[config.mk]
export PLATFORM = sky130hd
export DESIGN_NAME = ssc_subsys_ctrl
export DESIGN_NICKNAME = d
export VERILOG_FILES = /design/src/rtl/ssc_pkg.sv /design/src/rtl/ssc_mdio_slave.sv /design/src/rtl/ssc_subsys_ctrl.sv
export SDC_FILE = /design/constraint.sdc
export NUM_CORES = 1
export LEC_CHECK = 0
export ABC_AREA = 0
export ABC_CLOCK_PERIOD_IN_PS = 2880
export BUFFER_PORTS_ARGS = -buffer_cell sky130_fd_sc_hd__buf_4
export CAP_MARGIN = 20
export CORE_UTILIZATION = 52
export DETAILED_ROUTE_END_ITERATION = 8
export PLACE_DENSITY = 0.7
export SYNTH_ARGS = -nofsm -noshare
export SYNTH_HDL_FRONTEND = slang
export SYNTH_SLANG_ARGS = --single-unit
[constraint.sdc]
create_clock -name mclk -period 2.88 [get_ports mclk]
set_clock_uncertainty 0.15 [all_clocks]
set_input_delay 0.288 -clock mclk [delete_from_list [all_inputs] [get_ports mclk]]
set_output_delay 0.288 -clock mclk [all_outputs]
set_load 0.05 [all_outputs]
[src/rtl/ssc_pkg.sv]
package ssc_pkg;
	// register map, management device space
	localparam logic [15:0] SSC_OFS_SOFT_RESET     = 16'hFF0C;
	localparam logic [15:0] SSC_OFS_STRAP_RESAMPLE = 16'hFF0D;
	localparam logic [15:0] SSC_OFS_CLK_SEL        = 16'hFF1F;
	localparam logic [15:0] SSC_RST_VAL            = 16'h0000;
	localparam int          SSC_BIT_SOFT_RESET     = 0;
	localparam int          SSC_BIT_RESAMPLE       = 0;
	localparam int          SSC_CLK_SEL_W          = 6;
	localparam int          SSC_BIT_RCVR_125       = 5;
	localparam int          SSC_BIT_FREE_125       = 4;
	localparam int          SSC_BIT_HRT_RCVR       = 2;
	localparam int          SSC_BIT_HRT_FREE       = 1;
	localparam int          SSC_BIT_REF_25         = 0;
	localparam int          SSC_STRAP_W            = 8;
	// serial management framing
	localparam logic [4:0]  SSC_DEVAD              = 5'h1E;
	localparam logic [4:0]  SSC_C22_PTR            = 5'h10;
	localparam logic [4:0]  SSC_C22_DATA           = 5'h11;
	localparam logic [1:0]  SSC_C45_OP_ADDR        = 2'h0;
	localparam logic [1:0]  SSC_C45_OP_WR          = 2'h1;
	localparam logic [1:0]  SSC_C45_OP_RDINC       = 2'h2;
	localparam logic [1:0]  SSC_C22_OP_WR          = 2'h1;
	localparam logic [1:0]  SSC_C22_OP_RD          = 2'h2;
	localparam logic [5:0]  SSC_PRE_BITS           = 6'h20;
	localparam logic [5:0]  SSC_HDR_BITS           = 6'h0D;
	localparam logic [5:0]  SSC_DATA_BITS          = 6'h10;
	// timing
	localparam int          SSC_CLK_PERIOD_NS      = 4;
	localparam int          SSC_SRST_HOLD_NS       = 100;
	localparam int          SSC_SRST_CYC           =
		(SSC_SRST_HOLD_NS + SSC_CLK_PERIOD_NS - 1) / SSC_CLK_PERIOD_NS;
	localparam int          SSC_STRAP_SETTLE       = 3;
	localparam int          SSC_SEQ_CNT_W          = 6;
endpackage

[src/rtl/ssc_mdio_slave.sv]
`timescale 1ns/100ps
module ssc_mdio_slave import ssc_pkg::*; (
	input  wire logic        mclk,
	input  wire logic        reset,
	input  wire logic        mdc,
	input  wire logic        mdio_in,
	input  wire logic [4:0]  phy_addr,
	input  wire logic [15:0] rd_data,
	output logic             mdio_out,
	output logic             mdio_oe_n,
	output logic [15:0]      reg_addr,
	output logic [15:0]      wr_data,
	output logic             wr_stb
);
	typedef enum logic [3:0] {
		ST_IDLE = 4'h1,
		ST_HDR  = 4'h2,
		ST_TA   = 4'h4,
		ST_DATA = 4'h8
	} ssc_mst_t;

	ssc_mst_t    state_r, state_nxt;
	logic [5:0]  cnt_r, cnt_nxt;
	logic [12:0] hdr_r, hdr_nxt;
	logic [15:0] sh_r, sh_nxt, addr_r, addr_nxt, wdat_r, wdat_nxt;
	logic        oen_r, oen_nxt, out_r, out_nxt, wstb_r, wstb_nxt;
	logic        mdc_s1, mdc_s2, mdc_s3, mdio_s1, mdio_s2;
	logic        rise, c45, sel, is_rd;
	logic [1:0]  op;
	logic [15:0] rd_val;

	assign rise   = mdc_s2 & ~mdc_s3;
	assign c45    = ~hdr_r[12];
	assign op     = hdr_r[11:10];
	assign sel    = (hdr_r[9:5] == phy_addr) && (c45 ? (hdr_r[4:0] == SSC_DEVAD) :
		(hdr_r[4:0] == SSC_C22_PTR || hdr_r[4:0] == SSC_C22_DATA));
	assign is_rd  = c45 ? op[1] : (op == SSC_C22_OP_RD);
	assign rd_val = (!c45 && hdr_r[4:0] == SSC_C22_PTR) ? addr_r : rd_data;

	always_comb begin
		state_nxt = state_r;
		cnt_nxt   = cnt_r;
		hdr_nxt   = hdr_r;
		sh_nxt    = sh_r;
		addr_nxt  = addr_r;
		oen_nxt   = oen_r;
		out_nxt   = out_r;
		wdat_nxt  = wdat_r;
		wstb_nxt  = 1'b0;
		if (rise) begin
			case (state_r)
			ST_IDLE: begin
				if (mdio_s2) begin
					cnt_nxt = (cnt_r == SSC_PRE_BITS) ? cnt_r : cnt_r + 6'h01;
				end else begin
					if (cnt_r == SSC_PRE_BITS)
						state_nxt = ST_HDR;
					cnt_nxt = 6'h00;
				end
			end
			ST_HDR: begin
				hdr_nxt = {hdr_r[11:0], mdio_s2};
				cnt_nxt = cnt_r + 6'h01;
				if (cnt_r == SSC_HDR_BITS - 6'h01) begin
					state_nxt = ST_TA;
					cnt_nxt   = 6'h00;
				end
			end
			ST_TA: begin
				cnt_nxt = cnt_r + 6'h01;
				if (cnt_r == 6'h00) begin
					// only the addressed device turns the line round
					if (sel && is_rd) begin
						oen_nxt = 1'b0;
						out_nxt = 1'b0;
						sh_nxt  = rd_val;
					end
				end else begin
					state_nxt = ST_DATA;
					cnt_nxt   = 6'h00;
					if (!oen_r) begin
						out_nxt = sh_r[15];
						sh_nxt  = {sh_r[14:0], 1'b0};
					end
				end
			end
			ST_DATA: begin
				sh_nxt  = {sh_r[14:0], mdio_s2};
				cnt_nxt = cnt_r + 6'h01;
				if (!oen_r)
					out_nxt = sh_r[15];
				if (cnt_r == SSC_DATA_BITS - 6'h01) begin
					state_nxt = ST_IDLE;
					cnt_nxt   = 6'h00;
					oen_nxt   = 1'b1;
					out_nxt   = 1'b0;
					if (sel && !is_rd) begin
						if (c45 && op == SSC_C45_OP_ADDR)
							addr_nxt = sh_nxt;
						else if (!c45 && hdr_r[4:0] == SSC_C22_PTR)
							addr_nxt = sh_nxt;
						else begin
							wstb_nxt = 1'b1;
							wdat_nxt = sh_nxt;
						end
					end
					if (sel && c45 && op == SSC_C45_OP_RDINC)
						addr_nxt = addr_r + 16'h0001;
				end
			end
			default: begin
				state_nxt = ST_IDLE;
				cnt_nxt   = 6'h00;
			end
			endcase
		end
	end

	always_ff @(posedge mclk) begin
		// first stage feeds only the second
		mdc_s1  <= mdc;
		mdc_s2  <= mdc_s1;
		mdio_s1 <= mdio_in;
		mdio_s2 <= mdio_s1;
		if (reset) begin
			mdc_s3  <= 1'b0;
			state_r <= ST_IDLE;
			cnt_r   <= 6'h00;
			hdr_r   <= 13'h0000;
			sh_r    <= 16'h0000;
			addr_r  <= 16'h0000;
			oen_r   <= 1'b1;
			out_r   <= 1'b0;
			wdat_r  <= 16'h0000;
			wstb_r  <= 1'b0;
		end else begin
			mdc_s3  <= mdc_s2;
			state_r <= state_nxt;
			cnt_r   <= cnt_nxt;
			hdr_r   <= hdr_nxt;
			sh_r    <= sh_nxt;
			addr_r  <= addr_nxt;
			oen_r   <= oen_nxt;
			out_r   <= out_nxt;
			wdat_r  <= wdat_nxt;
			wstb_r  <= wstb_nxt;
		end
	end

	assign mdio_out  = out_r;
	assign mdio_oe_n = oen_r;
	assign reg_addr  = addr_r;
	assign wr_data   = wdat_r;
	assign wr_stb    = wstb_r;
endmodule // ssc_mdio_slave

[src/rtl/ssc_subsys_ctrl.sv]
`timescale 1ns/100ps
module ssc_subsys_ctrl import ssc_pkg::*; (
	input  wire logic                   mclk,
	input  wire logic                   reset,
	input  wire logic                   mdc,
	input  wire logic                   mdio_in,
	output logic                        mdio_out,
	output logic                        mdio_oe_n,
	input  wire logic [4:0]             phy_addr,
	input  wire logic [SSC_STRAP_W-1:0] strap_pins,
	input  wire logic                   clk_ref_25,
	input  wire logic                   clk_rcvr_125,
	input  wire logic                   clk_free_125,
	input  wire logic                   clk_hrt_rcvr,
	input  wire logic                   clk_hrt_free,
	output logic                        subsys_reset,
	output logic                        strap_resample_req,
	output logic [SSC_STRAP_W-1:0]      strap_cfg,
	output logic                        general_clock_output_pin
);
	typedef enum logic [3:0] {
		SQ_CAPTURE = 4'h1,
		SQ_IDLE    = 4'h2,
		SQ_HOLD    = 4'h4,
		SQ_LOAD    = 4'h8
	} ssc_seq_t;

	ssc_seq_t                 seq_r, seq_nxt;
	logic [SSC_SEQ_CNT_W-1:0] cnt_r, cnt_nxt;
	logic                     srst_r, srst_nxt, resamp_r, resamp_nxt, mode_r, mode_nxt;
	logic                     req_r, req_nxt, subrst_r, subrst_nxt, gp_r, gp_nxt;
	logic [SSC_CLK_SEL_W-1:0] clksel_r, clksel_nxt;
	logic [SSC_STRAP_W-1:0]   stored_r, stored_nxt, cfg_r, cfg_nxt;
	logic [SSC_STRAP_W-1:0]   strap_s1, strap_s2;
	logic [SSC_CLK_SEL_W-1:0] clk_src, clk_s1, clk_s2;
	logic [15:0]              reg_addr, wr_data, rd_data;
	logic                     wr_stb, wr_srst_one;

	// reserved bit 3 is stored and reads back but never competes for the pin
	localparam logic [SSC_CLK_SEL_W-1:0] CLK_EN_MASK = (6'h01 << SSC_BIT_RCVR_125)
		| (6'h01 << SSC_BIT_FREE_125) | (6'h01 << SSC_BIT_HRT_RCVR)
		| (6'h01 << SSC_BIT_HRT_FREE) | (6'h01 << SSC_BIT_REF_25);

	ssc_mdio_slave u_mdio (
		.mclk      (mclk),
		.reset     (reset),
		.mdc       (mdc),
		.mdio_in   (mdio_in),
		.phy_addr  (phy_addr),
		.rd_data   (rd_data),
		.mdio_out  (mdio_out),
		.mdio_oe_n (mdio_oe_n),
		.reg_addr  (reg_addr),
		.wr_data   (wr_data),
		.wr_stb    (wr_stb)
	);

	// bit 3 of the selector has no source behind it
	assign clk_src = {clk_rcvr_125, clk_free_125, 1'b0, clk_hrt_rcvr, clk_hrt_free, clk_ref_25};
	assign wr_srst_one = wr_stb && reg_addr == SSC_OFS_SOFT_RESET
		&& wr_data[SSC_BIT_SOFT_RESET];

	always_comb begin
		rd_data = SSC_RST_VAL;
		case (reg_addr)
		SSC_OFS_SOFT_RESET:     rd_data[SSC_BIT_SOFT_RESET] = srst_r;
		SSC_OFS_STRAP_RESAMPLE: rd_data[SSC_BIT_RESAMPLE] = resamp_r;
		SSC_OFS_CLK_SEL:        rd_data[SSC_CLK_SEL_W-1:0] = clksel_r;
		default:                rd_data = SSC_RST_VAL;
		endcase
	end

	always_comb begin
		seq_nxt    = seq_r;
		cnt_nxt    = cnt_r;
		srst_nxt   = srst_r;
		resamp_nxt = resamp_r;
		clksel_nxt = clksel_r;
		mode_nxt   = mode_r;
		req_nxt    = req_r;
		subrst_nxt = subrst_r;
		stored_nxt = stored_r;
		cfg_nxt    = cfg_r;
		case (seq_r)
		SQ_CAPTURE: begin
			// wait out the strap synchroniser before trusting its output
			cnt_nxt = cnt_r + 1'b1;
			if (cnt_r == SSC_SEQ_CNT_W'(SSC_STRAP_SETTLE - 1)) begin
				stored_nxt = strap_s2;
				cfg_nxt    = strap_s2;
				cnt_nxt    = '0;
				seq_nxt    = SQ_IDLE;
			end
		end
		SQ_IDLE: begin
			if (srst_r) begin
				seq_nxt    = SQ_HOLD;
				cnt_nxt    = '0;
				subrst_nxt = 1'b1;
				mode_nxt   = resamp_r;
				req_nxt    = resamp_r;
			end
		end
		SQ_HOLD: begin
			cnt_nxt = cnt_r + 1'b1;
			if (cnt_r == SSC_SEQ_CNT_W'(SSC_SRST_CYC - 1)) begin
				subrst_nxt = 1'b0;
				req_nxt    = 1'b0;
				cnt_nxt    = '0;
				seq_nxt    = SQ_LOAD;
			end
		end
		SQ_LOAD: begin
			if (mode_r) begin
				stored_nxt = strap_s2;
				cfg_nxt    = strap_s2;
			end else begin
				cfg_nxt = stored_r;
			end
			srst_nxt = 1'b0;
			seq_nxt  = SQ_IDLE;
		end
		default: begin
			seq_nxt = SQ_IDLE;
			cnt_nxt = '0;
		end
		endcase
		// a write of one in the completing cycle wins over the self-clear
		if (wr_srst_one)
			srst_nxt = 1'b1;
		if (wr_stb && reg_addr == SSC_OFS_STRAP_RESAMPLE)
			resamp_nxt = wr_data[SSC_BIT_RESAMPLE];
		if (wr_stb && reg_addr == SSC_OFS_CLK_SEL)
			clksel_nxt = wr_data[SSC_CLK_SEL_W-1:0];
	end

	// sampled copies only: the output is a 250 MHz retiming, not a clean clock tree path
	always_comb begin
		gp_nxt = 1'b0;
		for (int i = 0; i < SSC_CLK_SEL_W; i++) begin
			if (clksel_r[i] && CLK_EN_MASK[i])
				gp_nxt = clk_s2[i];
		end
	end

	always_ff @(posedge mclk) begin
		strap_s1 <= strap_pins;
		strap_s2 <= strap_s1;
		clk_s1   <= clk_src;
		clk_s2   <= clk_s1;
		if (reset) begin
			seq_r    <= SQ_CAPTURE;
			cnt_r    <= '0;
			srst_r   <= 1'b0;
			resamp_r <= 1'b0;
			clksel_r <= '0;
			mode_r   <= 1'b0;
			req_r    <= 1'b0;
			subrst_r <= 1'b0;
			stored_r <= '0;
			cfg_r    <= '0;
			gp_r     <= 1'b0;
		end else begin
			seq_r    <= seq_nxt;
			cnt_r    <= cnt_nxt;
			srst_r   <= srst_nxt;
			resamp_r <= resamp_nxt;
			clksel_r <= clksel_nxt;
			mode_r   <= mode_nxt;
			req_r    <= req_nxt;
			subrst_r <= subrst_nxt;
			stored_r <= stored_nxt;
			cfg_r    <= cfg_nxt;
			gp_r     <= gp_nxt;
		end
	end

	assign subsys_reset             = subrst_r;
	assign strap_resample_req       = req_r;
	assign strap_cfg                = cfg_r;
	assign general_clock_output_pin = gp_r;
endmodule // ssc_subsys_ctrl

==> flow_metrics.py <==
metrics = {
    "status": {
        "status": "finished clean",
    },
    "layout": {
        "area_of_combinational_cells_with_multiple_inputs_sq_mm": 0.003045,
        "post_route_cells_drive_above_1_share": 0.1466,
        "flow.area_growth_from_synthesis_pct": 18.80,
        "antenna_diodes": 0,
        "finalNetCount": 747,
        "final_area_sq_mm": 0.006940,
        "sequential_cell_area_sq_mm": 0.002502,
        "final_cell_mix": "dfxtp_1, nand2_1, a21oi_1, buf_4, nor2_1",
        "layout.cells.most_common": "dfxtp_1",
        "fillCellCount": 959,
    },
    "routing": {
        "detail_route.vias_per_cell": 5.918,
        "detail-route-antenna-nets": 0,
        "avgRoutedWirePerCell_um": 15.63,
        "first_iter_violations": 254,
        "totalWireLength_um": 13600,
        "drt_pass1_iterations": 7,
        "dr_total_vias": 5149,
        "detail_route.drc_violations": 0,
    },
    "sta": {
        "max_slew_margin": 0.5885,
        "total_negative_slack_ns": 0,
        "fin_crit_ns": 2.692,
        "fmax_ghz": 0.3715,
        "unrepaired_setup_endpoints_after_global_routing": "no",
        "slew_viol_final": 0,
        "final-setup-viol-count": 0,
        "report.final.hold_viol_count": 0,
        "worst_pin_slew_ns": 0.6087,
        "final.period_utilization": 0.9348,
    },
    "setup_path": {
        "regToRegSetupSlack_ns": 0.19,
        "worstSetupEndpoint": "u_mdio.reg_addr[11]",
        "worstSetupPathType": "reg2reg",
        "critPathLaunch": "u_mdio.state_r[3]",
        "r2r_start": "u_mdio.state_r[3]",
        "timing.rr.end": "u_mdio.reg_addr[11]",
        "timing.critical_path.from_type": "register",
        "worst_ep_required_time_ns": 3.16,
        "crit_fanout": 10,
        "worstRegToRegCells": 5,
        "critical_path.endpoint_type": "register",
        "arrival_ns": 2.97,
    },
    "die": {
        "fp.dieArea_sq_mm": 0.01166,
        "placeableCoreArea_sq_mm": 0.01089,
        "design.portCount": 35,
        "start_util": 0.5365,
        "die_height_um": 108.0,
        "std_cell_rows": 38,
        "die_w_um": 108.0,
    },
    "place": {
        "placed_cell_area_sq_mm": 0.006226,
        "numPortBuffers": 34,
        "gp_congestion": 0.8967,
        "detailedPlacementHpwl_um": 9154,
    },
    "synth": {
        "synth.area.top_cells": "dfxtp_1, mux2i_1, a21oi_1",
        "yosysWarningCount": 0,
        "synth_top_area_frac": 0.4284,
        "synth-async-reset-ratio": 0,
        "yosys.cell_types.count": 69,
        "mappedNetlistArea_sq_mm": 0.005842,
        "synth_enable_flop_cells": 0,
        "dominantRegCellSynth": "dfxtp_1",
        "synth.net_count": 702,
        "ys_ff_latch": 125,
        "synth_instances": 672,
        "post_synth.cell_area_avg_sq_um": 8.693,
        "synth_sequential_area_ratio": 0.4284,
        "synth_top_area_cell": "dfxtp_1",
    },
    "hold_path": {
        "holdCritPathClass": "reg2reg",
    },
    "power_and_ir_drop": {
        "total_leakage_power_nw": 2.683,
        "power_density_mw_per_mm2": 613.0,
        "power.ir.vdd_worst_mv": 0.6702,
    },
    "cts": {
        "clkTransAtPathRegs_ns": 0.06,
        "cts_max_level": 4,
        "postcts_setup_bufs": 0,
        "post_cts_resized": 0,
        "cts-buffers-inserted": 17,
        "cts-root-to-sink-buffers": 2,
        "clk_latency_ns": 0.53,
        "numClockSinks": 125,
        "cts-root-buf": "clkbuf_8",
        "clock_tree_from_tritoncts": "done",
    },
    "global_route": {
        "first_global_vias": 4915,
        "grt_first_pass_wirelength_um": 22800,
        "grt_util_all_layers": 0.2501,
        "globalRouteOverflowTotal": 0,
        "antenna_violations_before_repair": 0,
        "grt_start_max_net_pins": 42,
    },
    "job": {
        "cap_violations": 0,
    },
}
[worst min path at each step]
stage	endpoint	depth (start not counted)	slack, ns	startpoint
3_3_place_gp	strap_s2[3]	0	0.16	strap_s1[3]
4_1_cts	clk_s2[5]	0	0.18	clk_s1[5]
5_1_grt	strap_s2[6]	0	0.18	strap_s1[6]
2_1_floorplan	clk_s2[0]	0	0.16	clk_s1[0]
6_report	clk_s2[0]	0	0.18	clk_s1[0]
3_5_place_dp	strap_s2[7]	0	0.16	strap_s1[7]
[power by group]
part	switching, mW	leakage (nW)	internal, mW	total, mW
clock network	0.891	0.272	1.10	1.99
logic	0.238	1.39	0.172	0.411
registers	0.0566	1.02	1.79	1.85
total	1.19	2.68	3.07	4.25
[layout make-up]
| cell class | instances | area share |
|---|---|---|
| flip-flops and latches | 125 | 0.3606 |
| clock inverters | 15 | 0.02019 |
| clock buffers | 17 | 0.05967 |
| multi-input cells | 475 | 0.4388 |
| well taps | 140 | 0.02524 |
| inverters | 30 | 0.01622 |
| repair buffers | 68 | 0.07932 |
[metrics by stage]
step	power, mW	cells	hold WS, ns	util	setup slack [ns]
5_1_grt	4.435	870	0.1835	0.6374	0.06263
2_1_floorplan	2.167	672	0.1596	-	0.2684
3_3_place_gp	2.268	822	0.1606	0.5718	0.3361
4_1_cts	4.290	870	0.1775	0.6374	0.2045
6_report	4.254	870	0.1761	0.6374	0.1878
3_5_place_dp	2.277	822	0.1621	0.5718	0.2124
[cell families after synthesis]
group,synth area share
AOI/OAI and AO/OA,0.1643
xor gates and xnor gates,0.01649
adders and majority gates,0.01885
buffers and inverters,0.05033
DFF,0.4284
muxes,0.07925
and+or+nand+nor,0.2425
[flip-flops by register name, indices dropped and copies added (netlist names), 4 cells and up]
| register | count |
|---|---|
| u_mdio.reg_addr | 16 |
| u_mdio.sh_r | 16 |
| u_mdio.hdr_r | 13 |
| strap_cfg | 8 |
| strap_s1 | 8 |
| strap_s2 | 8 |
| clksel_r | 6 |
| cnt_r | 6 |
| u_mdio.cnt_r | 6 |
| u_mdio.wr_data | 6 |
| clk_s1 | 5 |
| clk_s2 | 5 |
| seq_r | 4 |
| u_mdio.state_r | 4 |
[cell usage after synthesis (3+ instances only)]
master    count
xor2_1        4
and3_1        3
nand3b_1      4
a21o_1       10
inv_1        29
clkbuf_1     31
nor2_1       49
nand2_1      66
or4_1         8
buf_2         3
o32ai_1      10
nor2b_1      13
or2_2         3
dfxtp_1     125
a21oi_1      52
xnor2_1       7
nand3_1      48
and4_1        5
and2_1        5
o41ai_1       7
nor4b_1       3
nand4_1      21
ha_1          8
a31oi_1       5
mux2i_1      35
mux2_2       10
buf_1         4
nor4_1        3
a211oi_1     15
nor3_1        7
or3_1         6
nand2b_1      5
o21ai_0      20
[repair_timing]
action,CTS,global route
endpoints found under the setup margin,0,0
endpoints found under the hold margin,28,0
hold buffers,16,0
[worst max-delay path, stage by stage (launching register included)]
cell	delay [ns]
dfxtp_1	0.48
nor4b_4	0.44
nand4_1	0.13
or4_1	0.59
or3_1	0.59
o32ai_1	0.20
[metal layers]
metal	share of wire	vias to the layer above	wire (um)	GRT usage
li1	-	2528	-	-
met1	0.45	2438	6126	0.3079
met2	0.48	144	6492	0.4122
met3	0.050	39	675	0.06751
met4	0.023	0	308	0.1037
met5	0	-	0	0
(Power assumes the default switching activity.)
